<file path="src/core/pfp_map.vh">
`ifndef PFP_MAP_VH
`define PFP_MAP_VH

// Register indices; the byte address is four times the index.
`define PFP_IDX_FCTL 8'h04
`define PFP_IDX_FPIN 8'h05
`define PFP_IDX_FSTA 8'h06
`define PFP_IDX_QUALIFY_SAMPLE_COUNT 8'h07
`define PFP_IDX_DMPA 8'h08
`define PFP_IDX_DMPB 8'h09
`define PFP_IDX_DMPC 8'h0a
`define PFP_IDX_WPROT 8'h10
`define PFP_IDX_LIVE 8'h11

// Reset values.
`define PFP_RST_FCTL 8'h00
`define PFP_RST_FPIN 8'h00
`define PFP_RST_QUALIFY_SAMPLE_COUNT 8'h00
`define PFP_RST_DMP 8'h00

// Field positions.
`define PFP_FIE_MASK 8'h55
`define PFP_FLAG_MASK 8'h55
`define PFP_WP_BIT 0

// Qualification timing in bus cycles; the code values are sample counts.
`define PFP_FIRST_SAMPLE 4'h2
`define PFP_SAMPLE_PERIOD 4'h4
`define PFP_QS_CODE0 4'h1
`define PFP_QS_CODE1 4'h5
`define PFP_QS_CODE2 4'ha
`define PFP_QS_CODE3 4'hf

`endif

</file>
<file path="src/core/pfp_top.v">
// Chosen here: the APB slave port.
`timescale 1ns/1ps
`include "pfp_map.vh"

module pfp_top (
  input wire i_mclk,
  input wire i_rst_n,
  input wire i_psel,
  input wire i_penable,
  input wire i_pwrite,
  input wire [11:0] i_paddr,
  input wire [31:0] i_pwdata,
  input wire [3:0] i_pstrb,
  output reg [31:0] o_prdata,
  output reg o_pready,
  output reg o_pslverr,
  input wire [3:0] i_fault_input,
  output wire [5:0] o_pwm_off,
  output reg [3:0] o_fault_active,
  output reg o_irq
);

  reg [7:0] fault_control_q;
  reg [7:0] fault_pin_enable_q;
  reg [7:0] fault_qualify_samples_q;
  reg [7:0] disable_map_outputs_0_1_q;
  reg [7:0] disable_map_outputs_2_3_q;
  reg [7:0] disable_map_outputs_4_5_q;
  reg [7:0] fault_status_flags_q;
  reg write_protect_q;
  reg [3:0] held_q;
  reg [3:0] held_d;
  reg [7:0] flags_d;
  reg [31:0] rdata_d;
  reg addr_ok_d;

  wire [3:0] detect;
  wire [3:0] active;
  wire [3:0] fault_irq_enable;
  wire [3:0] auto_clear;
  wire [3:0] flag_bits;
  wire [3:0] pin_en;
  wire [7:0] idx;
  wire setup_ph;
  wire wr_take;
  wire byte0_we;
  wire cfg_we;
  wire [23:0] map_all;
  wire we_fctl;
  wire we_fpin;
  wire we_fsta;
  wire we_qualify_sample_count;
  wire we_dmpa;
  wire we_dmpb;
  wire we_dmpc;
  wire we_wprot;

  // Software sees register index times four; the low two address bits are ignored.
  assign idx = i_paddr[9:2];
  assign setup_ph = i_psel & ~i_penable;
  assign wr_take = i_psel & i_penable & o_pready & i_pwrite & ~o_pslverr;
  assign byte0_we = wr_take & i_pstrb[0];
  assign cfg_we = byte0_we & ~write_protect_q;

  assign pin_en = fault_pin_enable_q[3:0];
  assign fault_irq_enable = {fault_control_q[6], fault_control_q[4],
                             fault_control_q[2], fault_control_q[0]};
  assign auto_clear = {fault_control_q[7], fault_control_q[5],
                       fault_control_q[3], fault_control_q[1]};
  // Next-state flags, so the interrupt follows a set or a clear at the same edge.
  assign flag_bits = {flags_d[6], flags_d[4], flags_d[2], flags_d[0]};
  assign map_all = {disable_map_outputs_4_5_q, disable_map_outputs_2_3_q,
                    disable_map_outputs_0_1_q};

  function addr_mapped;
    input [7:0] a;
    begin
      case (a)
        `PFP_IDX_FCTL, `PFP_IDX_FPIN, `PFP_IDX_FSTA, `PFP_IDX_QUALIFY_SAMPLE_COUNT,
        `PFP_IDX_DMPA, `PFP_IDX_DMPB, `PFP_IDX_DMPC, `PFP_IDX_WPROT,
        `PFP_IDX_LIVE: addr_mapped = 1'b1;
        default: addr_mapped = 1'b0;
      endcase
    end
  endfunction

  // One compare for every write strobe keeps the register decodes identical.
  function reg_hit;
    input [7:0] a;
    input [7:0] target;
    begin
      reg_hit = (a == target);
    end
  endfunction

  // Protected registers see the gated strobe; status and control stay writable.
  assign we_fctl = byte0_we & reg_hit(idx, `PFP_IDX_FCTL);
  assign we_fpin = cfg_we & reg_hit(idx, `PFP_IDX_FPIN);
  assign we_fsta = byte0_we & reg_hit(idx, `PFP_IDX_FSTA);
  assign we_qualify_sample_count = cfg_we & reg_hit(idx, `PFP_IDX_QUALIFY_SAMPLE_COUNT);
  assign we_dmpa = cfg_we & reg_hit(idx, `PFP_IDX_DMPA);
  assign we_dmpb = cfg_we & reg_hit(idx, `PFP_IDX_DMPB);
  assign we_dmpc = cfg_we & reg_hit(idx, `PFP_IDX_DMPC);
  assign we_wprot = byte0_we & reg_hit(idx, `PFP_IDX_WPROT);

  // One qualifier per fault input; the pin enable alone arms it.
  genvar g;
  generate
    for (g = 0; g < 4; g = g + 1)
    begin : g_qual
      pfp_qual u_qual (
        .i_mclk(i_mclk),
        .i_rst_n(i_rst_n),
        .i_fault_input(i_fault_input[g]),
        .i_enable(pin_en[g]),
        .i_qualify_sample_count(fault_qualify_samples_q[2*g+1:2*g]),
        .o_detect(detect[g]),
        .o_active(active[g])
      );
    end
  endgenerate

  // Left unclocked on purpose: a flop here would delay every shutdown by one cycle.
  pfp_decode u_decode (
    .i_fault_input(i_fault_input),
    .i_pin_enable(pin_en),
    .i_held(held_q),
    .i_map(map_all),
    .o_pwm_off(o_pwm_off)
  );

  // Flags: a detection in the same cycle as a one-write keeps the flag set.
  integer n;
  always @*
  begin
    flags_d = fault_status_flags_q;
    if (we_fsta)
    begin
      flags_d = fault_status_flags_q & ~(i_pwdata[7:0] & `PFP_FLAG_MASK);
    end
    for (n = 0; n < 4; n = n + 1)
    begin
      if (detect[n])
      begin
        flags_d[2*n] = 1'b1;
      end
    end
  end

  // Manual mode holds the disable until software clears the flag.
  // Automatic mode drops it as soon as the qualified fault goes away.
  integer m;
  always @*
  begin
    held_d = 4'h0;
    for (m = 0; m < 4; m = m + 1)
    begin
      if (auto_clear[m])
      begin
        held_d[m] = active[m] & pin_en[m];
      end
      else
      begin
        held_d[m] = flags_d[2*m] & pin_en[m];
      end
    end
  end

  // Unused bits read as zero, so software may compare whole words.
  always @*
  begin
    addr_ok_d = addr_mapped(idx);
    rdata_d = 32'h0000_0000;
    case (idx)
      `PFP_IDX_FCTL: rdata_d[7:0] = fault_control_q;
      `PFP_IDX_FPIN: rdata_d[7:0] = fault_pin_enable_q;
      `PFP_IDX_FSTA: rdata_d[7:0] = fault_status_flags_q;
      `PFP_IDX_QUALIFY_SAMPLE_COUNT: rdata_d[7:0] = fault_qualify_samples_q;
      `PFP_IDX_DMPA: rdata_d[7:0] = disable_map_outputs_0_1_q;
      `PFP_IDX_DMPB: rdata_d[7:0] = disable_map_outputs_2_3_q;
      `PFP_IDX_DMPC: rdata_d[7:0] = disable_map_outputs_4_5_q;
      `PFP_IDX_WPROT: rdata_d[`PFP_WP_BIT] = write_protect_q;
      `PFP_IDX_LIVE: rdata_d[11:0] = {held_q, active, i_fault_input};
      default: rdata_d = 32'h0000_0000;
    endcase
  end

  // Every access takes exactly one wait-free access phase.
  always @(posedge i_mclk or negedge i_rst_n)
  begin
    if (!i_rst_n)
    begin
      o_pready <= 1'b0;
      o_pslverr <= 1'b0;
    end
    else
    begin
      o_pready <= setup_ph;
      o_pslverr <= setup_ph & ~addr_ok_d;
    end
  end

  // Read data is cleared once the bus goes idle, so no stale value is left on it.
  always @(posedge i_mclk or negedge i_rst_n)
  begin
    if (!i_rst_n)
    begin
      o_prdata <= 32'h0000_0000;
    end
    else if (setup_ph && !i_pwrite)
    begin
      o_prdata <= rdata_d;
    end
    else if (!i_psel)
    begin
      o_prdata <= 32'h0000_0000;
    end
  end

  // The control register stays writable under write-protect.
  always @(posedge i_mclk or negedge i_rst_n)
  begin
    if (!i_rst_n)
    begin
      fault_control_q <= `PFP_RST_FCTL;
    end
    else if (we_fctl)
    begin
      fault_control_q <= i_pwdata[7:0];
    end
  end

  always @(posedge i_mclk or negedge i_rst_n)
  begin
    if (!i_rst_n)
    begin
      fault_pin_enable_q <= `PFP_RST_FPIN;
    end
    else if (we_fpin)
    begin
      fault_pin_enable_q <= {4'h0, i_pwdata[3:0]};
    end
  end

  always @(posedge i_mclk or negedge i_rst_n)
  begin
    if (!i_rst_n)
    begin
      fault_qualify_samples_q <= `PFP_RST_QUALIFY_SAMPLE_COUNT;
    end
    else if (we_qualify_sample_count)
    begin
      fault_qualify_samples_q <= i_pwdata[7:0];
    end
  end

  always @(posedge i_mclk or negedge i_rst_n)
  begin
    if (!i_rst_n)
    begin
      disable_map_outputs_0_1_q <= `PFP_RST_DMP;
    end
    else if (we_dmpa)
    begin
      disable_map_outputs_0_1_q <= i_pwdata[7:0];
    end
  end

  always @(posedge i_mclk or negedge i_rst_n)
  begin
    if (!i_rst_n)
    begin
      disable_map_outputs_2_3_q <= `PFP_RST_DMP;
    end
    else if (we_dmpb)
    begin
      disable_map_outputs_2_3_q <= i_pwdata[7:0];
    end
  end

  always @(posedge i_mclk or negedge i_rst_n)
  begin
    if (!i_rst_n)
    begin
      disable_map_outputs_4_5_q <= `PFP_RST_DMP;
    end
    else if (we_dmpc)
    begin
      disable_map_outputs_4_5_q <= i_pwdata[7:0];
    end
  end

  // Write-protect can only be set; only reset releases it.
  always @(posedge i_mclk or negedge i_rst_n)
  begin
    if (!i_rst_n)
    begin
      write_protect_q <= 1'b0;
    end
    else if (we_wprot && i_pwdata[`PFP_WP_BIT])
    begin
      write_protect_q <= 1'b1;
    end
  end

  // Flags are kept apart from the disable and interrupt state that they feed.
  always @(posedge i_mclk or negedge i_rst_n)
  begin
    if (!i_rst_n)
    begin
      fault_status_flags_q <= 8'h00;
    end
    else
    begin
      fault_status_flags_q <= flags_d;
    end
  end

  always @(posedge i_mclk or negedge i_rst_n)
  begin
    if (!i_rst_n)
    begin
      held_q <= 4'h0;
      o_fault_active <= 4'h0;
      o_irq <= 1'b0;
    end
    else
    begin
      held_q <= held_d;
      o_fault_active <= held_d;
      // Driven from the next flag value so a clearing write drops it with the flag.
      o_irq <= |(flag_bits & fault_irq_enable);
    end
  end

endmodule // pfp_top

</file>
<file path="src/core/pfp_qual.v">
`timescale 1ns/1ps
`include "pfp_map.vh"

module pfp_qual (
  input wire i_mclk,
  input wire i_rst_n,
  input wire i_fault_input,
  input wire i_enable,
  input wire [1:0] i_qualify_sample_count,
  output reg o_detect,
  output reg o_active
);

  localparam ST_IDLE = 2'h0;
  localparam ST_COUNT = 2'h1;
  localparam ST_DONE = 2'h2;

  reg [1:0] st_q;
  reg [3:0] tmr_q;
  reg [3:0] smp_q;

  function [3:0] pfp_need;
    input [1:0] code;
    begin
      case (code)
        2'h0: pfp_need = `PFP_QS_CODE0;
        2'h1: pfp_need = `PFP_QS_CODE1;
        2'h2: pfp_need = `PFP_QS_CODE2;
        default: pfp_need = `PFP_QS_CODE3;
      endcase
    end
  endfunction

  // A low sample anywhere restarts the count, so only consecutive samples qualify.
  always @(posedge i_mclk or negedge i_rst_n)
  begin
    if (!i_rst_n)
    begin
      st_q <= ST_IDLE;
      tmr_q <= 4'h0;
      smp_q <= 4'h0;
      o_detect <= 1'b0;
      o_active <= 1'b0;
    end
    else
    begin
      o_detect <= 1'b0;
      if (!i_enable || !i_fault_input)
      begin
        st_q <= ST_IDLE;
        tmr_q <= 4'h0;
        smp_q <= 4'h0;
        o_active <= 1'b0;
      end
      else
      begin
        case (st_q)
          ST_IDLE:
          begin
            st_q <= ST_COUNT;
            tmr_q <= `PFP_FIRST_SAMPLE;
            smp_q <= 4'h0;
          end
          ST_COUNT:
          begin
            if (tmr_q == 4'h1)
            begin
              if (smp_q + 4'h1 == pfp_need(i_qualify_sample_count))
              begin
                st_q <= ST_DONE;
                o_detect <= 1'b1;
                o_active <= 1'b1;
              end
              else
              begin
                smp_q <= smp_q + 4'h1;
                tmr_q <= `PFP_SAMPLE_PERIOD;
              end
            end
            else
            begin
              tmr_q <= tmr_q - 4'h1;
            end
          end
          ST_DONE:
          begin
            o_active <= 1'b1;
          end
          default:
          begin
            st_q <= ST_IDLE;
          end
        endcase
      end
    end
  end

endmodule // pfp_qual

</file>
<file path="src/core/pfp_decode.v">
`timescale 1ns/1ps

module pfp_decode (
  input wire [3:0] i_fault_input,
  input wire [3:0] i_pin_enable,
  input wire [3:0] i_held,
  input wire [23:0] i_map,
  output wire [5:0] o_pwm_off
);

  wire [3:0] fault_now;

  // Raw pins are used unclocked so outputs drop before qualification completes.
  assign fault_now = (i_fault_input & i_pin_enable) | i_held;

  genvar k;
  generate
    for (k = 0; k < 6; k = k + 1)
    begin : g_out
      assign o_pwm_off[k] = |(i_map[4*k+3:4*k] & fault_now);
    end
  endgenerate

endmodule // pfp_decode

</file>
<file path="config.mk">
export PLATFORM = sky130hd
export DESIGN_NAME = pfp_top
export DESIGN_NICKNAME = d
export VERILOG_FILES = /design/src/core/pfp_top.v /design/src/core/pfp_qual.v /design/src/core/pfp_decode.v
export VERILOG_INCLUDE_DIRS = /design/src /design/src/core
export SDC_FILE = /design/constraint.sdc
export NUM_CORES = 1
export LEC_CHECK = 0
export BUFFER_PORTS_ARGS = -buffer_cell sky130_fd_sc_hd__buf_2
export CAP_MARGIN = 10
export CORE_ASPECT_RATIO = 1.1
export CORE_MARGIN = 2
export CORE_UTILIZATION = 50
export DETAILED_ROUTE_END_ITERATION = 12
export GPL_TIMING_DRIVEN = 0
export PLACE_DENSITY_LB_ADDON = 0.15
export SYNTH_ARGS = -nofsm -noshare
export SYNTH_HDL_FRONTEND = slang
export SYNTH_SLANG_ARGS = --single-unit
</file>
<file path="constraint.sdc">
create_clock -name i_mclk -period 3.4 [get_ports i_mclk]
set_input_delay 0.51 -clock i_mclk [delete_from_list [all_inputs] [get_ports i_mclk]]
set_output_delay 0.51 -clock i_mclk [all_outputs]
set_load 0.005 [all_outputs]
</file>
==> flow_metrics.py, run 1 <==
metrics = {
    "clocking": {
        "cts_sinks": 116,
        "path_clk_slew_ns": 0.06,
        "cts.repair.resized": 0,
        "cts_buffers": 17,
        "ctsHoldBuffers": 0,
        "clockRootBuffer": "clkbuf_16",
        "clk_latency_ns": 0.43,
        "tritoncts": "done",
        "clk_path_buf_depth": 2,
        "post-cts-setup-buffer-count": 0,
        "cts_htree_levels": 4,
    },
    "timing": {
        "period_share_pct": 77.95,
        "fin_setup_tns_ns": 0,
        "final_hold_viol_count": 0,
        "slew-limit-headroom_pct": 21.21,
        "worstMarginPinSlew_ns": 1.179,
        "rsz0062_at_grt": "false",
        "finalMaxSlewViolations": 0,
        "setup_viol": 0,
        "worst_slack_ns": 0.7497,
        "fmax_ghz": 0.3773,
        "skew_ns": 0.005406,
        "min_period_ns": 2.650,
    },
    "place": {
        "place_area_sq_um": 7512,
        "hpwl_um": 13750,
        "io_buffers": 49,
        "gp_congestion": 0.9181,
        "pre_cts_ws_ns": 0.4218,
    },
    "global_routing": {
        "grt_pass1_wl_um": 30230,
        "first_global_vias": 5826,
        "grt_start_max_net_pins": 64,
        "antenna_found_initial": 0,
        "grt-ovfl-total": 0,
        "grt.total_usage_pct": 26.50,
    },
    "setup_path": {
        "path_class": "reg -> reg",
        "critPathMaxFanout": 9,
        "rrSetupSlack_ns": 0.75,
        "end_kind": "flop",
        "reg2reg_to": "g_qual[0].u_qual.smp_q[1]$_DFFE_PN0P_",
        "required_ns": 3.74,
        "critical_path_arrival_ns": 2.99,
        "reg2reg_depth": 6,
        "critPathLaunchType": "flop",
        "reg2reg_from": "g_qual[0].u_qual.smp_q[0]$_DFFE_PN0P_",
        "cp-startpoint": "g_qual[0].u_qual.smp_q[0]$_DFFE_PN0P_",
    },
    "yosys": {
        "async_flop_share_pct": 100.0,
        "ys_warn_count": 0,
        "synth-edff-count": 0,
        "syn_area_sq_um": 6927,
        "synth-main-ff-cell": "dfrtp_1",
        "yosysSeqAreaShare_pct": 41.91,
        "syn_area_per_cell_sq_um": 9.811,
        "ys_ff_latch": 116,
        "synth.distinct_cells": 68,
        "postSynthCellCount": 706,
    },
    "floorplan": {
        "dieWidth_um": 116.2,
        "rows": 45,
        "start_util_pct": 50.63,
        "die_h_um": 127.4,
        "die_area_sq_um": 14810,
        "ios": 102,
        "core_area_sq_um": 13680,
    },
    "detailed_routing": {
        "drt-wirelength-per-cell_um": 18.74,
        "routed_wl_um": 18650,
        "viasPerCell": 5.972,
        "drtIter0Drc": 550,
        "drcViolationCount": 0,
        "num_vias": 5942,
        "postRouteAntennaNets": 0,
        "firstDrtPassIters": 5,
    },
    "hold_path": {
        "hold_path.class": "in -> async",
    },
    "job": {
        "max_cap_violations": 0,
    },
    "final_layout": {
        "final_common_cell": "dfrtp_1",
        "drive_gt1_share_pct": 21.44,
        "n_antenna_cell": 0,
        "fill_cells": 1211,
        "post-route-util_pct": 59.54,
        "layout_common_cells": "dfrtp_1, nand2_1, mux2_2",
        "final_area_sq_um": 8147,
        "synthToLayoutAreaGrowth_pct": 17.61,
        "nNetsFinal": 882,
    },
    "pwr": {
        "ir_drop_uv": 338.6,
        "power.total_w": 0.003448,
        "p_leak_nw": 3.875,
        "power_density_nw_per_um2": 423.2,
    },
    "status": {
        "status": "finished clean",
    },
}
cell type report:
type	instances	area (sq um)	share of cell area, %
Multi-Input combinational cell	539	3752	46.06
Sequential cell	116	2903	35.63
Clock buffer	19	452.9	5.560
Timing Repair Buffer	50	279.0	3.425
Buffer	44	245.2	3.010
Tap cell	188	235.2	2.887
Clock inverter	13	181.4	2.227
Inverter	26	97.59	1.198
state kept, by name (all words and copies together) (netlist names), 8 cells and up:
signal,cells
g_qual.u_qual.st_q,8
g_qual.u_qual.tmr_q,16
disable_map_outputs_4_5_q,8
disable_map_outputs_0_1_q,8
fault_control_q,8
disable_map_outputs_2_3_q,8
g_qual.u_qual.smp_q,16
fault_qualify_samples_q,8
o_prdata,12
cells by family (layout without fill, tap and decap cells):
kind of cell,count (synthesis),after routing,share of synthesized area [%]
XOR/XNOR,16,16,2.222
multiplexers,59,59,9.483
buffers and inverters,70,152,4.949
other,1,20,0.05414
adder cells (fa/ha/maj),31,31,5.600
flip-flops,116,116,41.91
AO/OA/AOI/OAI,168,168,17.03
AND/OR/NAND/NOR,245,245,18.75
worst max-delay path: stages (launching register included):
cell      delay (ns)
dfrtp_1         0.45
ha_1            0.38
xor2_1          0.17
or4b_2          0.67
a21oi_1         0.55
o211ai_1        0.15
a31oi_1         0.20
through the flow:
step / std cells / hold WS (ns)
floorplan: 725 / 0.2144
global placement: 962 / 0.4654
detailed placement: 963 / 0.4798
CTS: 995 / 0.05564
global route: 995 / 0.07390
finish: 995 / 0.02853
metal layers:
| layer | up-vias | routed length, um | track usage [%] | part of all wire, % |
|---|---|---|---|---|
| met4 | 0 | 307 | 8.263 | 1.6 |
| met1 | 2976 | 8228 | 35.27 | 44 |
| met2 | 197 | 9061 | 43.06 | 49 |
| li1 | 2750 | - | - | - |
| met5 | - | 0 | 0 | 0 |
| met3 | 19 | 1051 | 5.930 | 5.6 |
power breakdown:
part / leakage [nW] / switching, W / internal (W) / total (W)
registers: 1.61 / 0.000000677 / 0.00138 / 0.00138
logic: 1.96 / 0.0000994 / 0.0000456 / 0.000145
clock network: 0.297 / 0.000661 / 0.00126 / 0.00192
cells in the mapped netlist, types with 6 or more instances:
master	instances	area share [%]
a211oi_1	6	0.65
a21o_1	7	0.76
a21oi_1	22	1.6
a22o_1	7	0.89
a22oi_1	17	1.8
a31oi_1	11	0.99
and2_1	8	0.72
and3_1	12	1.1
buf_4	21	2.3
clkbuf_1	22	1.2
dfrtp_1	116	42
ha_1	31	5.6
inv_1	25	1.4
mux2_2	51	8.3
mux2i_1	6	0.87
nand2_1	80	4.3
nand2b_1	10	0.90
nand3_1	29	2.1
nor2_1	33	1.8
nor2b_1	8	0.72
nor3_1	12	0.87
o211a_1	6	0.87
o211ai_1	11	1.2
o21ai_0	33	2.4
o31ai_1	10	1.1
or3_1	12	1.1
xnor2_1	8	1.0
xor2_1	7	0.89
how the worst max path moves through the flow:
stage                                                  endpoint  depth (start not counted)
final                     g_qual[0].u_qual.smp_q[1]$_DFFE_PN0P_                          6
after floorplan            g_qual[0].u_qual.st_q[0]$_DFFE_PN0P_                          6
after detailed placement                o_prdata[9]$_DFFE_PN0P_                          7
after global placement    g_qual[0].u_qual.tmr_q[1]$_DFFE_PN0P_                          1
after global routing       g_qual[0].u_qual.st_q[0]$_DFFE_PN0P_                          6
after CTS                  g_qual[0].u_qual.st_q[0]$_DFFE_PN0P_                          6
(Power assumes the default switching activity.)
==> run 2: changes to the inputs <==
--- a/config.mk
+++ b/config.mk
@@ -6,6 +6,7 @@
 export SDC_FILE = /design/constraint.sdc
 export NUM_CORES = 1
 export LEC_CHECK = 0
+export ABC_AREA = 1
 export BUFFER_PORTS_ARGS = -buffer_cell sky130_fd_sc_hd__buf_2
 export CAP_MARGIN = 10
 export CORE_ASPECT_RATIO = 1.1
==> constraint.sdc (replaced) <==
create_clock -name i_mclk -period 2.7 [get_ports i_mclk]
set_input_delay 0.405 -clock i_mclk [delete_from_list [all_inputs] [get_ports i_mclk]]
set_output_delay 0.405 -clock i_mclk [all_outputs]
set_load 0.005 [all_outputs]
==> flow_metrics.py, run 2 <==
metrics = {
    "setup_path": {
        "critPathTopFamily": "simple AND/OR/NAND/NOR gates",
        "reg2reg_from": "g_qual[3].u_qual.smp_q[0]$_DFFE_PN0P_",
        "rrSetupSlack_ns": 0.72,
        "slowest_stage": "dfrtp_1",
        "end_kind": "output port",
        "critPathMaxFanout": 7,
        "critPathLaunchType": "flop",
        "cp-startpoint": "fault_pin_enable_q[2]$_DFFE_PN0P_",
        "crit_path_max_incr_delay_ns": 0.41,
        "reg2reg_to": "g_qual[3].u_qual.st_q[1]$_DFFE_PN0P_",
        "worst-path-stages": 7,
        "critical_path_arrival_ns": 2.13,
        "crit_top_cell": "nand2_1",
        "required_ns": 2.30,
        "critical_path_buf_inv_count": 2,
        "crit_path_end": "o_pwm_off[4]",
        "worstPathCellList": "nand2_1, inv_1, nor2_1, o22ai_1, a21oi_1, nand2_1, buf_2",
        "path_class": "reg -> out",
        "reg2reg_depth": 11,
    },
    "timing": {
        "finalMaxSlewViolations": 0,
        "slew-limit-headroom_pct": 61.55,
        "period_share_pct": 93.92,
        "rsz0062_at_grt": "false",
        "skew_ns": 0.007119,
        "min_period_ns": 2.536,
        "setup_viol": 0,
        "fmax_ghz": 0.3944,
        "worstMarginPinSlew_ns": 0.5767,
        "whs_ns": 0.1804,
        "fin_setup_tns_ns": 0,
        "final_hold_viol_count": 0,
    },
    "place": {
        "hpwl_um": 12650,
        "dp.cells": 1219,
        "place_area_sq_um": 7630,
        "io_buffers": 50,
        "gp_congestion": 0.9027,
    },
    "clocking": {
        "cts.repair.resized": 0,
        "cts_buffers": 17,
        "post-cts-setup-buffer-count": 0,
        "tritoncts": "done",
        "clk_latency_ns": 0.43,
        "clockRootBuffer": "clkbuf_16",
        "ctsHoldBuffers": 1,
        "cts_sinks": 116,
        "path_clk_slew_ns": 0.05,
        "cts_htree_levels": 4,
        "clk_path_buf_depth": 2,
    },
    "yosys": {
        "synth.area.top_cells": "dfrtp_1, nand2_1, inv_1",
        "synth-edff-count": 0,
        "yosysTopAreaCellShare_pct": 41.24,
        "syn_area_sq_um": 7039,
        "yosysTopAreaCell": "dfrtp_1",
        "synth-main-ff-cell": "dfrtp_1",
        "yosysSeqAreaShare_pct": 41.24,
        "ys_warn_count": 0,
        "synthTopCellsByCount": "nand2_1, inv_1, dfrtp_1",
        "synth.distinct_cells": 32,
        "postSynthCellCount": 961,
        "async_flop_share_pct": 100.0,
        "ys_ff_latch": 116,
        "syn_area_per_cell_sq_um": 7.325,
        "yosys.cell_count.top_type": "nand2_1",
    },
    "final_layout": {
        "synthToLayoutAreaGrowth_pct": 18.17,
        "layout_common_cells": "nand2_1, inv_1, dfrtp_1",
        "final_common_cell": "nand2_1",
        "final_area_sq_um": 8318,
        "finalNonFillerCells": 1252,
        "nNetsFinal": 1139,
        "n_antenna_cell": 0,
        "drive_gt1_share_pct": 14.38,
        "fill_cells": 1301,
        "reg.largest.list": "g_qual.u_qual.smp_q: 16 flops, g_qual.u_qual.tmr_q: 16 flops, o_prdata: 12 flops",
    },
    "pwr": {
        "p_clk_share_pct": 57.6,
        "p_seq_share_pct": 38.9,
        "ir_drop_uv": 412.0,
        "switching_share_pct": 20.27,
        "power.total_w": 0.004480,
        "switchingPower_w": 0.0009082,
        "power_density_nw_per_um2": 538.6,
        "combPwrFrac_pct": 3.5,
        "p_leak_nw": 4.502,
        "p_int_w": 0.003572,
    },
    "global_routing": {
        "first_global_vias": 5695,
        "grt_start_max_net_pins": 62,
        "grt.total_usage_pct": 24.26,
        "grt_pass1_wl_um": 28260,
        "antenna_found_initial": 0,
        "grt-ovfl-total": 0,
    },
    "detailed_routing": {
        "routed_wl_um": 17110,
        "drcViolationCount": 0,
        "drtIter0Drc": 489,
        "viasPerCell": 5.074,
        "postRouteAntennaNets": 0,
        "drt-wirelength-per-cell_um": 13.66,
        "num_vias": 6353,
        "firstDrtPassIters": 5,
    },
    "floorplan": {
        "start_util_pct": 51.03,
        "die_h_um": 128.4,
        "ios": 102,
        "rows": 45,
        "core_area_sq_um": 13790,
        "dieWidth_um": 117.1,
        "die_area_sq_um": 15040,
    },
    "hold_path": {
        "hold_path.class": "in -> reg",
    },
    "job": {
        "max_cap_violations": 0,
    },
    "status": {
        "status": "finished clean",
    },
}
run 2: metrics by stage:
step                      utilization (%)  worst slack, ns
after floorplan                         -            1.003
after global placement              55.07          -0.2950
after detailed placement            55.31           0.5187
after CTS                           60.30           0.1758
after global routing                60.30          0.05755
final                               60.30           0.1642
run 2: per-layer routing:
layer	track usage [%]	share of wire [%]
met1	35.96	48
met2	35.06	43
met3	4.852	6.4
met4	9.204	2.1
met5	0	0
run 2: area by class of cell:
| cell class | count | area, sq um | area share, % |
|---|---|---|---|
| Tap cell | 188 | 235.2 | 2.828 |
| Inverter | 137 | 514.2 | 6.182 |
| Buffer | 29 | 216.5 | 2.602 |
| Clock inverter | 9 | 170.2 | 2.046 |
| Timing Repair Buffer | 52 | 294.0 | 3.535 |
| Multi-Input combinational cell | 698 | 3477 | 41.80 |
| Clock buffer | 23 | 508.0 | 6.107 |
| Sequential cell | 116 | 2903 | 34.90 |
run 2: worst register-to-register path, stage by stage (launching register included):
cell and delay [ns]:
dfrtp_1 0.46, ha_1 0.37, inv_1 0.07, nand2_1 0.05, nand2_1 0.06, nand3_1 0.07, nor2_1 0.20, nand2_1 0.19
nand2_1 0.18, nand3_1 0.12, nand2_1 0.07, nand2_1 0.05
run 2: worst min-delay path by stage:
stage | start | depth (start not counted) | end | slack [ns]
6_report | i_penable | 2 | o_pslverr$_DFF_PN0_ | 0.18
5_1_grt | i_penable | 2 | o_pslverr$_DFF_PN0_ | 0.19
4_1_cts | i_penable | 2 | o_pslverr$_DFF_PN0_ | 0.17
3_5_place_dp | i_rst_n | 1 | g_qual[1].u_qual.tmr_q[2]$_DFFE_PN0P_ | 0.43
3_3_place_gp | o_prdata[4]$_DFFE_PN0P_ | 2 | o_prdata[4]$_DFFE_PN0P_ | 0.46
2_1_floorplan | i_rst_n | 0 | disable_map_outputs_0_1_q[0]$_DFFE_PN0P_ | 0.11
run 2: kinds of logic (layout without fill, tap and decap cells):
group / after synthesis / after routing / share of synthesized area (%)
AOI/OAI and AO/OA: 104 / 104 / 8.479
xor gates and xnor gates: 5 / 5 / 0.6221
adders and majority gates: 31 / 31 / 5.510
buffers and inverters: 166 / 250 / 10.38
DFF: 116 / 116 / 41.24
other: 1 / 20 / 0.05327
and+or+nand+nor: 538 / 538 / 33.72
run 2: power groups by stage:
stage	Clock (W)	Sequential (W)	Combinational (W)
after floorplan	0	0.00177	0.0000692
after global placement	0	0.00177	0.000152
after detailed placement	0	0.00177	0.000158
after CTS	0.00262	0.00174	0.000160
after global routing	0.00269	0.00174	0.000182
final	0.00258	0.00174	0.000158
